**src/core/scrc_pkg.sv**
```systemverilog
// Constants, types and helpers shared by the start-up clock and reset block
package scrc_pkg;

  // ==========================================================
  // Register map
  localparam logic [7:0] REG_PLL = 8'h00; // pll_control_register
  localparam logic [7:0] REG_RRST = 8'h04; // running_reset_control
  localparam logic [7:0] REG_STATUS = 8'h08; // block status, read only

  // ==========================================================
  // Field positions
  localparam int PLL_MULT_LSB = 0; // Multiplier field, 7 bits
  localparam int PLL_DIV_LSB = 8; // Divider field, 4 bits
  localparam int RRST_EN_BIT = 0; // Pin becomes running reset input
  localparam int ST_STATE_LSB = 0; // Sequencer state, 2 bits
  localparam int ST_RUN_BIT = 2; // Core executing
  localparam int ST_CFGERR_BIT = 3; // Reserved ratio code seen
  localparam int ST_BOOT_LSB = 4; // Sampled boot mode, 3 bits
  localparam int ST_CLKCFG_LSB = 8; // Sampled ratio code, 2 bits
  localparam int ST_RRST_BIT = 10; // Pin is in input mode

  // ==========================================================
  // Values after reset and counts
  localparam logic [6:0] RATIO_8 = 7'h08; // Code 00
  localparam logic [6:0] RATIO_32 = 7'h20; // Code 01
  localparam logic [6:0] RATIO_16 = 7'h10; // Code 10
  localparam logic [3:0] DIV_RESET = 4'h1; // Divider after strap load
  localparam logic [12:0] LOCK_CYCLES = 13'h1000; // 4096 reference cycles
  localparam logic [31:0] RESET_VECTOR = 32'h0000_0100; // Fetch start address

  // ==========================================================
  // Sequencer states
  typedef enum logic [1:0] {
    ST_HOLD, // Processor held in reset, straps sampled
    ST_LOCK, // Waiting for multiplier lock
    ST_RUN // Core fetching and executing
  } scrc_state_e;

  // Ratio code to multiplier; reserved code falls back to 8:1
  function automatic logic [6:0] scrc_ratio(input logic [1:0] code);
    case (code)
      2'h0: scrc_ratio = RATIO_8;
      2'h1: scrc_ratio = RATIO_32;
      2'h2: scrc_ratio = RATIO_16;
      default: scrc_ratio = RATIO_8;
    endcase
  endfunction

endpackage

```
**src/core/scrc_lock_timer.sv**
```systemverilog
// Counter of reference clock edges that marks the end of the lock interval
module scrc_lock_timer
  import scrc_pkg::*;
(
  input wire logic clk,
  input wire logic rst_n,
  input wire logic clear,
  input wire logic tick,
  output logic done
);

  logic [12:0] cnt; // Reference edges seen since clear

  // ==========================================================
  // Edge counter, stops at the lock count
  always_ff @(posedge clk or negedge rst_n) begin
    if (!rst_n) begin
      cnt <= 13'h0000;
      done <= 1'b0;
    end else if (clear) begin
      cnt <= 13'h0000;
      done <= 1'b0;
    end else if (tick && !done) begin
      cnt <= cnt + 13'h0001;
      done <= (cnt + 13'h0001) == LOCK_CYCLES;
    end
  end

endmodule

```
**src/core/scrc_top.sv**
```systemverilog
// Start-up sequencer: strap sampling, lock wait, reset pin and APB registers
module scrc_top
  import scrc_pkg::*;
(
  input wire logic CLK_SYS,
  input wire logic ARST_N,
  input wire logic REF_CLK_IN,
  input wire logic PROC_RESET_N,
  input wire logic [1:0] CLK_CFG,
  input wire logic [2:0] BOOT_CFG,
  input wire logic RST_PIN_I,
  output logic RST_PIN_O,
  output logic RST_PIN_OE,
  output logic CORE_RUN,
  output logic FETCH_GO,
  output logic [31:0] FETCH_ADDR,
  output logic [6:0] CLK_MULT,
  output logic [3:0] CLK_DIV,
  output logic [2:0] BOOT_MODE,
  input wire logic PSEL,
  input wire logic PENABLE,
  input wire logic PWRITE,
  input wire logic [7:0] PADDR,
  input wire logic [31:0] PWDATA,
  output logic [31:0] PRDATA,
  output logic PREADY,
  output logic PSLVERR
);

  // ==========================================================
  // Declarations
  logic rst_s1, rst_n; // Reset release chain
  logic ref_s1, ref_s2, ref_s3; // Reference clock sampler
  logic prst_s1, prst_s2; // Processor reset pin sampler
  logic rpin_s1, rpin_s2; // Running reset pin sampler
  logic [1:0] ccfg_s1, ccfg_s2; // Ratio strap sampler
  logic [2:0] boot_s1, boot_s2; // Boot strap sampler
  logic ref_tick; // One reference rising edge
  logic lock_done; // Lock interval complete
  scrc_state_e state; // Sequencer state
  scrc_state_e next_state; // Sequencer next state
  logic rrst_mode; // Pin in running reset input mode
  logic cfg_err; // Reserved ratio code sampled
  logic [1:0] ccfg_held; // Ratio code held from reset
  logic core_reset; // Any reset request this cycle
  logic apb_acc; // Access phase, first cycle
  logic wr_pll; // Accepted write to clock control
  logic wr_rrst; // Write to running reset control
  logic bad_addr; // Unmapped address
  logic [31:0] rd_word; // Read mux

  // ==========================================================
  // Reset release through two flip-flops
  always_ff @(posedge CLK_SYS or negedge ARST_N) begin
    if (!ARST_N) begin
      rst_s1 <= 1'b0;
      rst_n <= 1'b0;
    end else begin
      rst_s1 <= 1'b1;
      rst_n <= rst_s1;
    end
  end

  // ==========================================================
  // Pin synchronisers, two flops each; the reference clock has a third flop for edge detection
  always_ff @(posedge CLK_SYS or negedge rst_n) begin
    if (!rst_n) begin
      ref_s1 <= 1'b0;
      ref_s2 <= 1'b0;
      ref_s3 <= 1'b0;
      prst_s1 <= 1'b0;
      prst_s2 <= 1'b0;
      rpin_s1 <= 1'b1;
      rpin_s2 <= 1'b1;
      ccfg_s1 <= 2'h0;
      ccfg_s2 <= 2'h0;
      boot_s1 <= 3'h0;
      boot_s2 <= 3'h0;
    end else begin
      ref_s1 <= REF_CLK_IN;
      ref_s2 <= ref_s1;
      ref_s3 <= ref_s2; // Edge history, second stage onward
      prst_s1 <= PROC_RESET_N;
      prst_s2 <= prst_s1;
      rpin_s1 <= RST_PIN_I;
      rpin_s2 <= rpin_s1;
      ccfg_s1 <= CLK_CFG;
      ccfg_s2 <= ccfg_s1;
      boot_s1 <= BOOT_CFG;
      boot_s2 <= boot_s1;
    end
  end

  // Rising edge of the reference clock
  assign ref_tick = ref_s2 && !ref_s3;

  // Pin reset, or running reset while the pin is an input
  assign core_reset = !prst_s2 || (rrst_mode && !rpin_s2);

  // ==========================================================
  // Lock interval timer
  scrc_lock_timer u_lock (
    .clk(CLK_SYS),
    .rst_n(rst_n),
    .clear(state == ST_HOLD),
    .tick(ref_tick),
    .done(lock_done)
  );

  // ==========================================================
  // Sequencer next state
  always_comb begin
    next_state = state;
    case (state)
      ST_HOLD: begin
        if (!core_reset) begin
          next_state = ST_LOCK;
        end
      end
      ST_LOCK: begin
        if (core_reset) begin
          next_state = ST_HOLD;
        end else if (lock_done) begin
          next_state = ST_RUN;
        end
      end
      ST_RUN: begin
        if (core_reset) begin
          next_state = ST_HOLD;
        end
      end
      default: begin
        next_state = ST_HOLD;
      end
    endcase
  end

  // Sequencer state register
  always_ff @(posedge CLK_SYS or negedge rst_n) begin
    if (!rst_n) begin
      state <= ST_HOLD;
    end else begin
      state <= next_state;
    end
  end

  // ==========================================================
  // Core start: run level and one-cycle fetch pulse at the vector
  always_ff @(posedge CLK_SYS or negedge rst_n) begin
    if (!rst_n) begin
      CORE_RUN <= 1'b0;
      FETCH_GO <= 1'b0;
      FETCH_ADDR <= RESET_VECTOR;
    end else begin
      CORE_RUN <= next_state == ST_RUN;
      FETCH_GO <= (state == ST_LOCK) && (next_state == ST_RUN);
      FETCH_ADDR <= RESET_VECTOR;
    end
  end

  // ==========================================================
  // Strap capture while reset is held; held afterwards
  always_ff @(posedge CLK_SYS or negedge rst_n) begin
    if (!rst_n) begin
      BOOT_MODE <= 3'h0;
      ccfg_held <= 2'h0;
      cfg_err <= 1'b0;
    end else if (state == ST_HOLD) begin
      BOOT_MODE <= boot_s2;
      ccfg_held <= ccfg_s2;
      cfg_err <= ccfg_s2 == 2'h3; // Reserved code flagged
    end
  end

  // ==========================================================
  // Clock control: strap ratio in reset, software value once running
  always_ff @(posedge CLK_SYS or negedge rst_n) begin
    if (!rst_n) begin
      CLK_MULT <= RATIO_8;
      CLK_DIV <= DIV_RESET;
    end else if (state == ST_HOLD) begin
      CLK_MULT <= scrc_ratio(ccfg_s2);
      CLK_DIV <= DIV_RESET;
    end else if (wr_pll) begin
      CLK_MULT <= PWDATA[PLL_MULT_LSB +: 7];
      CLK_DIV <= PWDATA[PLL_DIV_LSB +: 4];
    end
  end

  // ==========================================================
  // Pin mode control; pin reset restores output mode
  always_ff @(posedge CLK_SYS or negedge rst_n) begin
    if (!rst_n) begin
      rrst_mode <= 1'b0;
    end else if (!prst_s2) begin
      rrst_mode <= 1'b0;
    end else if (wr_rrst) begin
      rrst_mode <= PWDATA[RRST_EN_BIT];
    end
  end

  // Dual-function pin: drives reset state unless turned into input
  always_ff @(posedge CLK_SYS or negedge rst_n) begin
    if (!rst_n) begin
      RST_PIN_O <= 1'b0;
      RST_PIN_OE <= 1'b1;
    end else begin
      RST_PIN_O <= state == ST_RUN; // Low while core is held
      RST_PIN_OE <= !rrst_mode;
    end
  end

  // ==========================================================
  // APB decode; one wait state per access
  assign apb_acc = PSEL && PENABLE && !PREADY;
  assign bad_addr = (PADDR != REG_PLL) && (PADDR != REG_RRST) && (PADDR != REG_STATUS);
  assign wr_pll = apb_acc && PWRITE && (PADDR == REG_PLL) && (state == ST_RUN);
  assign wr_rrst = apb_acc && PWRITE && (PADDR == REG_RRST);

  // Read mux
  always_comb begin
    rd_word = 32'h0000_0000;
    case (PADDR)
      REG_PLL: begin
        rd_word[PLL_MULT_LSB +: 7] = CLK_MULT;
        rd_word[PLL_DIV_LSB +: 4] = CLK_DIV;
      end
      REG_RRST: begin
        rd_word[RRST_EN_BIT] = rrst_mode;
      end
      REG_STATUS: begin
        rd_word[ST_STATE_LSB +: 2] = state;
        rd_word[ST_RUN_BIT] = CORE_RUN;
        rd_word[ST_CFGERR_BIT] = cfg_err;
        rd_word[ST_BOOT_LSB +: 3] = BOOT_MODE;
        rd_word[ST_CLKCFG_LSB +: 2] = ccfg_held;
        rd_word[ST_RRST_BIT] = rrst_mode;
      end
      default: begin
        rd_word = 32'h0000_0000;
      end
    endcase
  end

  // Answer registers
  always_ff @(posedge CLK_SYS or negedge rst_n) begin
    if (!rst_n) begin
      PREADY <= 1'b0;
      PRDATA <= 32'h0000_0000;
      PSLVERR <= 1'b0;
    end else if (apb_acc) begin
      PREADY <= 1'b1;
      PRDATA <= PWRITE ? 32'h0000_0000 : rd_word;
      PSLVERR <= bad_addr || (PWRITE && (PADDR == REG_PLL) && (state != ST_RUN));
    end else begin
      PREADY <= 1'b0;
      PRDATA <= 32'h0000_0000;
      PSLVERR <= 1'b0;
    end
  end
endmodule

```
**config.mk**
```make
export PLATFORM = sky130hd
export DESIGN_NAME = scrc_top
export DESIGN_NICKNAME = d
export VERILOG_FILES = /design/src/core/scrc_pkg.sv /design/src/core/scrc_lock_timer.sv /design/src/core/scrc_top.sv
export SDC_FILE = /design/constraint.sdc
export NUM_CORES = 1
export LEC_CHECK = 0
export BUFFER_PORTS_ARGS = -buffer_cell sky130_fd_sc_hd__clkbuf_2
export CORE_UTILIZATION = 44
export DETAILED_ROUTE_END_ITERATION = 10
export PLACE_DENSITY = 0.81
export SLEW_MARGIN = 20
export SYNTH_ARGS = -nofsm -noshare
export SYNTH_HDL_FRONTEND = slang
export SYNTH_SLANG_ARGS = --single-unit
```
**constraint.sdc**
```tcl
create_clock -name CLK_SYS -period 2.2 [get_ports CLK_SYS]
set_input_delay 0.33 -clock CLK_SYS [delete_from_list [all_inputs] [get_ports CLK_SYS]]
set_output_delay 0.33 -clock CLK_SYS [all_outputs]
set_load 0.02 [all_outputs]
```
==> run metrics, run 1 <==
Cell Area, Placed=3592 um2; Die Y=89.92 um; worst reg2reg path startpoint=u_lock.cnt[0]; Fin Setup TNS=0 ns; final setup fails=0; RSZ-0062 raised after global routing=no; Port Buffers=62; sequential area share after synthesis=0.5169; largest net degree at the start of global routing=39; register area=1759 um2; Area Growth Syn to Fin=12.95%; Fillers=651; Hold Fails Final Rpt=0; Remaining DRCs=0; Placement Rows=31; Worst path max stage delay=about 0.50 ns; Tot Pwr=~2.8 mW; vias per inst=roughly 4.6; crit-path leading delay family=simple AND/OR/NAND/NOR gates; Tcrit/Tclk final=0.8955; yosys warns=0; asr flop ratio synth=1.000; Layout Skew=0.01020 ns; WP buf/inv=0; Tmin final=1.970 ns; design area=~3800 um2; Post-CTS Setup Bufs=0; initial antenna violation count=0; worst r2r dst=u_lock.done; GRT met2 Usage=0.2519; Die ar.=~8100 um2; Min Hold Slack=0.07290 ns; first-pass GRT wire length=9873 um; fmax=507.6 MHz; Post-synth EDFFs=0; Startpoint Class=register; hold_sp=RST_PIN_I; gr usage total=0.1538; Routed WL=5913 um; Main synth FF type=dfrtp_1; DRT antenna net count=0; H-tree lvl count=3; Cell Area, Synth=3401 um2; library cells used by synthesis=48; maximum vdd drop=0.4044 mV; Worst-path clk slew=0.07 ns; r2r setup slk=0.23 ns; CP required=2.44 ns; HP Class=in2reg; CP max FO=8; most frequent cells in the layout=64 x dfrtp_1, 62 x clkbuf_2, 54 x conb_1, 30 x nor2_1, 28 x nand2_1; drt wl/cell=12.07 um; Yosys reg bits=70; Max Slew Vio Count=0; hpwl dp=about 4300 um; # Max-Cap Violations=0; pwr dens=721.2 nW/um2; Finished Core Util=0.5212; Total Nets Final=about 440; # IOs=approximately 140; Core Area=roughly 7400 um2; Initial Utilization=0.4615; commonest non-fill, non-tap cell in the layout=dfrtp_1; clock insertion delay at the later pin of the skew report=approximately 0.34 ns; CTS Sinks=70; hold path depth=1; vias in the first global route=2140; syn avg cell area=approximately 11 um2; total gr overflow=0; multi-input logic area=around 1300 um2; LEAKAGE=1.982 nW; Die Wd=89.92 um; CP max stage cell=dfrtp_1; cells along the critical path=ha_1, nand3_1, nor4b_1, a211oi_1, a211o_1, o31ai_1; Root Buffer=clkbuf_8; clk buf depth=2; n_diodes=0; outcome=finished, final reports clean; DRT Pass-1 Iters=6; M1 GR Usage=0.1914; CTS tree=built; Hold Crit Endpoint=rpin_s1; CP arrival=between 2 and 2.5 ns; M3 GR Usage=0.03046; R2R cell count=6; CTS buffer count=9; critical path class=reg2reg; layout cell share with drive strength beyond 1=0.2762; Syn Inst Count=about 320; vias=2264; routability cong.=0.7919; Critical Path Sink Type=register; most used routing layer=met2; Initial DRC Count=121
[through the flow]
stage               setup slack [ns]  std cells
floorplan                     0.1151        374
global placement              0.2501        473
detailed placement            0.2041        473
CTS                           0.2388        490
global route                 0.05295        490
finish                        0.2299        490
[logic make-up (layout without fill, tap and decap cells)]
kind of cell / after synthesis / after routing / share of synthesized area
buffers and inverters: 82 / 99 / 0.1578
and+or+nand+nor: 104 / 104 / 0.1608
muxes: 16 / 16 / 0.04709
adders and majority gates: 5 / 5 / 0.01840
xor gates and xnor gates: 16 / 16 / 0.04121
AOI/OAI and AO/OA: 27 / 27 / 0.05556
other: 2 / 54 / 0.002208
DFF: 70 / 70 / 0.5169
[synthesized netlist by cell type, drive strengths merged (7+ instances only)]
| library cell | number | share of area |
|---|---|---|
| o21ai | 14 | 0.028 |
| nand2 | 28 | 0.031 |
| clkbuf | 9 | 0.011 |
| xor2 | 9 | 0.023 |
| inv | 14 | 0.015 |
| dfrtp | 65 | 0.48 |
| nor3 | 7 | 0.010 |
| nor2 | 30 | 0.033 |
| xnor2 | 7 | 0.018 |
| buf | 59 | 0.13 |
| mux2i | 16 | 0.047 |
| nand3 | 14 | 0.026 |
[area by class of cell]
type,instances,area share
Clock buffer,11,0.03941
Clock inverter,5,0.02117
Inverter,14,0.01368
Multi-Input combinational cell,222,0.3404
Sequential cell,70,0.4580
Tap cell,99,0.03225
Timing Repair Buffer,69,0.09511
[flip-flops by register name, summed over array words and instances (netlist names), 2 cells and up]
register and count:
ccfg_s1 2, boot_s1 3, ccfg_s2 2, CLK_MULT 7
ccfg_held 2, u_lock.cnt 13, boot_s2 3, BOOT_MODE 3
CLK_DIV 4, PRDATA 11, state 2
[repair_timing]
item,4_1_cts,5_1_grt
endpoints found under the setup margin,0,1
hold endpoints to repair,2,0
resized for setup,0,1
hold buffers,1,0
[worst max path at each step]
stage	start	to	slack [ns]	depth (start not counted)
floorplan	rst_n	BOOT_MODE[0]	0.12	0
global placement	PADDR[1]	CLK_MULT[4]	0.25	6
detailed placement	PADDR[1]	CLK_MULT[4]	0.20	6
CTS	u_lock.cnt[0]	u_lock.done	0.24	6
global route	u_lock.cnt[0]	u_lock.done	0.05	6
finish	u_lock.cnt[0]	u_lock.done	0.23	6
[report_power, final]
part | switching [mW] | internal, mW
clock | 0.474 | 0.700
combinational | 0.180 | 0.0623
sequential | 0.0265 | 1.33
total | 0.680 | 2.09
[worst reg2reg max path, cell delays in order, from the launching register on]
cell and delay (ns):
dfrtp_1 0.50, ha_1 0.29, nand3_1 0.22, nor4b_1 0.34, a211oi_1 0.07, a211o_1 0.27, o31ai_1 0.19
[routing by layer]
metal | vias up | part of all wire
met5 | - | 0
met4 | 0 | 0.020
met3 | 9 | 0.056
met2 | 85 | 0.48
met1 | 1089 | 0.44
li1 | 1081 | -
(Power assumes the default switching activity.)
==> inputs of run 2 (changes only) <==
Settings changed: MAX_ROUTING_LAYER set to met4.
==> run 2 against run 1 <==
  * Routed wire length increased by 0.42%
  * Via count increased by 0.44%
  * Utilization unchanged
  * Clock-buffer cell count unchanged
  * Sequential share of layout area unchanged
  * Cell count unchanged
  * Largest cell class unchanged
==> run metrics, run 2 (same netlist as run 1, synthesis figures left out) <==
gr usage total=0.1592 (+0.005475); worst reg2reg path startpoint=u_lock.cnt[0]; Logic pwr share=0.087 (about the same); Sequential Power Share=0.488 (about the same); RSZ-0062 raised after global routing=no; design area=3841 um2 (unchanged); Layout Skew=0.009864 ns (-0.0003383 ns); Power Internal=2.090 mW (about the same); Total Nets Final=444 (unchanged); Initial DRC Count=115 (-5.0%); Critical Path Sink Type=register; largest net degree at the start of global routing=39 (unchanged); layout cell share with drive strength beyond 1=0.2762 (unchanged); critical path depth in cells=6 (unchanged); Die ar.=8085 um2 (unchanged); worst setup path end=u_lock.done; Fin Setup TNS=0 ns (unchanged); vias in the first global route=2135 (-0.23%); clk buf depth=2 (unchanged); worst r2r dst=u_lock.done; critical path class=reg2reg; Min Hold Slack=0.07095 ns (-0.001953 ns); Worst-path clk slew=0.07 ns (about the same); pwr dens=721.6 nW/um2 (about the same); Fillers=651 (unchanged); maximum vdd drop=0.4056 mV (+0.29%); # Max-Cap Violations=0 (unchanged); R2R cell count=6 (unchanged); WP buf/inv=0 (unchanged); Worst path max stage delay=0.50 ns (about the same); cells along the critical path=ha_1, nand3_1, nor4b_1, a211oi_1, a211o_1, o31ai_1; Post-Layout Cell Count=490 (unchanged); CTS buffer count=9 (unchanged); NetSw=0.6820 mW (+0.24%); r2r setup slk=0.24 ns (about the same); Die Wd=89.92 um (unchanged); first-pass GRT wire length=9901 um (+0.28%); Die Y=89.92 um (unchanged); Hold Fails Final Rpt=0 (unchanged); Placement Rows=31 (unchanged); CP arrival=2.20 ns (about the same); Area Growth Syn to Fin=12.95% (unchanged); DRT Pass-1 Iters=4 (-2); H-tree lvl count=3 (unchanged); final setup margin=0.2398 ns (+0.009835 ns); Max Slew Vio Count=0 (unchanged); crit-path leading delay family=simple AND/OR/NAND/NOR gates; CP max stage cell=dfrtp_1; hpwl dp=4256 um (unchanged); Remaining DRCs=0 (unchanged); CTS tree=built; Port Buffers=62 (unchanged); Tmin final=1.960 ns (-0.009835 ns); total gr overflow=0 (unchanged); Root Buffer=clkbuf_8; Initial Utilization=0.4615 (unchanged); Startpoint Class=register; Routed WL=5938 um (+0.42%); Largest Register=u_lock.cnt; drt wl/cell=12.12 um (+0.42%); CP max FO=8 (unchanged); Tcrit/Tclk final=0.8910 (-0.004470); fmax=510.1 MHz (+0.50%); routability cong.=0.8031 (+1.4%); commonest non-fill, non-tap cell in the layout=dfrtp_1; vias=2274 (+0.44%); initial antenna violation count=0 (unchanged); clock share of power=0.424 (about the same); Cell Area, Placed=3592 um2 (unchanged); most frequent cells in the layout=64 x dfrtp_1, 62 x clkbuf_2, 54 x conb_1, 30 x nor2_1, 28 x nand2_1; DRT antenna net count=0 (unchanged); final setup fails=0 (unchanged); n_diodes=0 (unchanged); # IOs=137 (unchanged); switching portion of total power=0.2461 (+0.0004534); Largest register FFs=13 (unchanged); biggest regs=u_lock.cnt: 13 flops, PRDATA: 11 flops, CLK_MULT: 7 flops; Post-CTS Setup Bufs=0 (unchanged); outcome=finished, final reports clean; CTS Sinks=70 (unchanged); Core Area=7370 um2 (unchanged); LEAKAGE=1.982 nW (unchanged); setup slack at placement=0.2041 ns (unchanged); vias per inst=4.641 (+0.44%); HP Class=in2reg; CP required=2.44 ns (about the same); clock insertion delay at the later pin of the skew report=0.34 ns (about the same); crit path from=u_lock.cnt[0]; Inst Count DP=473 (unchanged)
==> run 2: area by class of cell <==
| type | instances | area (um2) | area share |
|---|---|---|---|
| sequential | 70 | 1759 | 0.4580 |
| multi-input combinational | 222 | 1308 | 0.3404 |
| timing repair buffer | 69 | 365.4 | 0.09511 |
| clock buffer | 11 | 151.4 | 0.03941 |
| tap | 99 | 123.9 | 0.03225 |
| clock inverter | 5 | 81.33 | 0.02117 |
| inverter | 14 | 52.55 | 0.01368 |
==> run 2: layer usage <==
layer / GRT usage / wire length [um] / up-vias
li1: - / - / 1080
met1: 0.1930 / 2614 / 1094
met2: 0.2526 / 2876 / 91
met3: 0.03130 / 332 / 9
met4: 0.08468 / 114 / 0
met5: - / 0 / -
==> run 2: repair_timing <==
item / 4_1_cts / 5_1_grt
endpoints found under the setup margin: 0 / 1
resized for setup: 0 / 1
endpoints found under the hold margin: 2 / 0
hold buffers: 1 / 0
==> run 2: worst register-to-register path, cell delays in order (launching register included) <==
cell      delay, ns
dfrtp_1        0.50
ha_1           0.29
nand3_1        0.21
nor4b_1        0.33
a211oi_1       0.07
a211o_1        0.27
o31ai_1        0.19
==> run 2: power groups by stage <==
stage               Sequential, mW  Clock, mW  Combinational (mW)
finish                        1.35       1.18               0.242
global route                  1.36       1.25               0.267
CTS                           1.35       1.19               0.244
detailed placement            1.38          0               0.241
global placement              1.38          0               0.236
floorplan                     1.40          0               0.213
==> run 2: through the flow <==
step | total power [mW] | utilization
after floorplan | 1.616 | -
after detailed placement | 1.620 | 0.4874
after CTS | 2.790 | 0.5204
after global routing | 2.879 | 0.5212
after global placement | 1.611 | 0.4874
final | 2.772 | 0.5212
==> run 2: how the worst min path moves through the flow <==
stage	start	end	cells after the start
detailed placement	ARST_N	rst_s1	1
CTS	RST_PIN_I	rpin_s1	1
global route	RST_PIN_I	rpin_s1	1
finish	RST_PIN_I	rpin_s1	1
floorplan	ARST_N	rst_n	0
global placement	ARST_N	rst_s1	1
==> inputs of run 3 (changes only) <==
Settings changed: ABC_AREA set to 1, CTS_CLUSTER_DIAMETER set to 50.
==> run 3 against run 2 <==
  * Non-clock buffer count down 4
  * Critical path type unchanged
  * Register-to-register slack better by 0.30 ns
  * Largest cell class unchanged
  * Synthesized cell count up 16%
  * Highest routed layer unchanged
==> run metrics, run 3 <==
outcome=finished, final reports clean; CP arrival=1.90 ns (-0.30 ns); worst r2r dst=u_lock.cnt[9]; Logic pwr share=0.103 (+0.016); R2R cell count=4 (-2); Power Internal=1.902 mW (-9.0%); Remaining DRCs=0 (unchanged); library cells used by synthesis=33 (-31%); LEAKAGE=1.965 nW (-0.88%); hold path depth=1 (unchanged); Port Buffers=62 (unchanged); pwr dens=670.9 nW/um2 (-7.0%); Routed WL=6911 um (+16%); Worst-path clk slew=0.07 ns (about the same); Total Nets Final=501 (+13%); routability cong.=0.8229 (+2.5%); clock insertion delay at the later pin of the skew report=0.34 ns (about the same); hold_sp=RST_PIN_I; CP required=2.45 ns (about the same); RSZ-0062 raised after global routing=no; vias=2534 (+11%); CTS buffer count=9 (unchanged); Cell Area, Synth=3416 um2 (+0.44%); hpwl dp=4981 um (+17%); gr usage total=0.1832 (+0.02393); Placement Rows=31 (unchanged); # IOs=137 (unchanged); clock share of power=0.366 (-0.058); initial antenna violation count=0 (unchanged); critical path class=reg2reg; Sequential Power Share=0.530 (+0.042); leading area contributor after synthesis=dfrtp_1; Area Growth Syn to Fin=12.23%; Slew HR=0.6416; count leader, synth=nand2_1; Initial Utilization=0.4635 (+0.002037); cells along the critical path=nor2_4, inv_2, nand2_1, o21ai_0; biggest regs=u_lock.cnt: 13 flops, PRDATA: 11 flops, CLK_MULT: 7 flops; crit-path leading delay family=flip-flops; CP max FO=28 (+20); Critical Path Sink Type=register; Hold Fails Final Rpt=0 (unchanged); CP max stage cell=dfrtp_1; switching portion of total power=0.2605 (+0.01445); total gr overflow=0 (unchanged); WP buf/inv=1 (+1); worst reg2reg path startpoint=state[0]; drt wl/cell=12.63 um (+4.3%); Post-synth EDFFs=0 (unchanged); layout cell share with drive strength beyond 1=0.2433 (-0.03291); Synth top cells by count=87 x nand2_1, 65 x dfrtp_1, 54 x buf_4; sequential area share after synthesis=0.5147 (-0.002272); syn avg cell area=9.158 um2 (-13%); Startpoint Class=register; Fillers=678 (+4.1%); # Max-Cap Violations=0 (unchanged); largest net degree at the start of global routing=69 (+77%); CTS tree=built; HP Class=in2reg; n_diodes=0 (unchanged); r2r setup slk=0.54 ns (+0.30 ns); NetSw=0.6700 mW (-1.8%); Yosys top cell area share=0.4762 (-0.002102); clk buf depth=2 (unchanged); Layout Skew=0.005072 ns (-0.004792 ns); most frequent cells in the layout=87 x nand2_1, 64 x dfrtp_1, 62 x clkbuf_2, 54 x conb_1, 33 x inv_1; Post-CTS Setup Bufs=0 (unchanged); Yosys reg bits=70 (unchanged); DRT Pass-1 Iters=4 (unchanged); vias per inst=4.633 (-0.18%); Core Area=7370 um2 (unchanged); fmax=603.8 MHz (+18%); commonest non-fill, non-tap cell in the layout=nand2_1; yosys warns=0 (unchanged); asr flop ratio synth=1.000 (unchanged); final setup fails=0 (unchanged); CTS Sinks=70 (unchanged); Min Hold Slack=0.07568 ns (+0.004732 ns); DRT antenna net count=0 (unchanged); maximum vdd drop=0.3689 mV (-9.1%); Tmin final=1.656 ns (-0.3041 ns); Die ar.=8120 um2 (+0.43%); Initial DRC Count=177 (+54%); Max Slew Vio Count=0 (unchanged); Root Buffer=clkbuf_8; Largest Register=u_lock.cnt; vias in the first global route=2450 (+15%); Hold Crit Endpoint=rpin_s1; Die Y=90.11 um (+0.22%); Tcrit/Tclk final=0.7528 (-0.1382); H-tree lvl count=3 (unchanged); Slew @ Worst Pin=0.5368 ns; largest cells by area after synthesis=dfrtp_1 48%, buf_4 12%, nand2_1 9.6%; Die Wd=90.11 um (+0.22%); Worst path max stage delay=0.46 ns (-0.04 ns); Main synth FF type=dfrtp_1; Largest register FFs=13 (unchanged); Syn Inst Count=373 (+16%); first-pass GRT wire length=11290 um (+14%); Fin Setup TNS=0 ns (unchanged)
run 3: cell count changes after synthesis, sizes merged, moves of 4 or more:
cell / previous run / this run
nand2: 28 / 89
xnor2: 7 / 1
inv: 14 / 35
o22ai: 0 / 5
clkbuf: 9 / 1
nand3: 14 / 29
xor2: 9 / 1
mux2i: 16 / 0
nor4: 4 / 0
o21ai: 14 / 24
a21oi: 3 / 14
nor2: 30 / 25
nor3: 7 / 3
run 3: routing by layer:
metal / part of all wire / track usage / up-vias
met5: 0 / - / -
met4: 0.049 / 0.1438 / 0
met3: 0.049 / 0.03553 / 27
met2: 0.48 / 0.2716 / 100
met1: 0.42 / 0.2189 / 1181
li1: - / - / 1226
run 3: per-stage QoR:
step | cells | power (mW) | area [um2] | setup WS (ns) | util
3_5_place_dp | 530 | 1.652 | 3643 | 0.5480 | 0.4944
6_report | 547 | 2.572 | 3834 | 0.5439 | 0.5202
5_1_grt | 547 | 2.680 | 3834 | 0.3498 | 0.5202
4_1_cts | 547 | 2.596 | 3834 | 0.5351 | 0.5202
2_1_floorplan | 425 | 1.639 | 3611 | 0.1151 | -
3_3_place_gp | 530 | 1.644 | 3643 | 0.5763 | 0.4944
run 3: worst max-delay path by stage:
| stage | start | endpoint | slack, ns | cells past startpoint |
|---|---|---|---|---|
| floorplan | rst_n | BOOT_MODE[0] | 0.12 | 0 |
| global placement | state[0] | u_lock.cnt[0] | 0.58 | 4 |
| global route | state[1] | u_lock.cnt[3] | 0.35 | 4 |
| finish | state[0] | u_lock.cnt[9] | 0.54 | 4 |
| CTS | state[0] | u_lock.cnt[9] | 0.54 | 4 |
| detailed placement | state[0] | u_lock.cnt[9] | 0.55 | 4 |
run 3: what timing repair did:
action,CTS,global route
resized for setup,0,0
endpoints found under the hold margin,2,0
hold buffers,1,0
run 3: cells by family (layout without fill, tap and decap cells):
group           count (synthesis)  count (layout)  synth area share
compound gates                 47              47           0.07912
fa+ha+maj                       5               5           0.01832
simple gates                  154             154            0.2161
xor+xnor                        2               2          0.005129
other cells                     2              54          0.002199
flops                          70              70            0.5147
buf+inv                        93             116            0.1645
run 3: cell type report:
type | instances | area, um2 | area share
Tap cell | 99 | 123.9 | 0.03231
Clock buffer | 16 | 180.2 | 0.04700
Sequential cell | 70 | 1759 | 0.4589
Multi-Input combinational cell | 262 | 1291 | 0.3368
Timing Repair Buffer | 65 | 347.8 | 0.09073
Inverter | 35 | 131.4 | 0.03427
run 3: power groups by stage:
| stage | Sequential [mW] | Clock, mW | Combinational (mW) |
|---|---|---|---|
| floorplan | 1.42 | 0 | 0.218 |
| global placement | 1.38 | 0 | 0.259 |
| CTS | 1.36 | 0.966 | 0.267 |
| detailed placement | 1.39 | 0 | 0.265 |
| finish | 1.36 | 0.942 | 0.266 |
| global route | 1.37 | 1.02 | 0.294 |
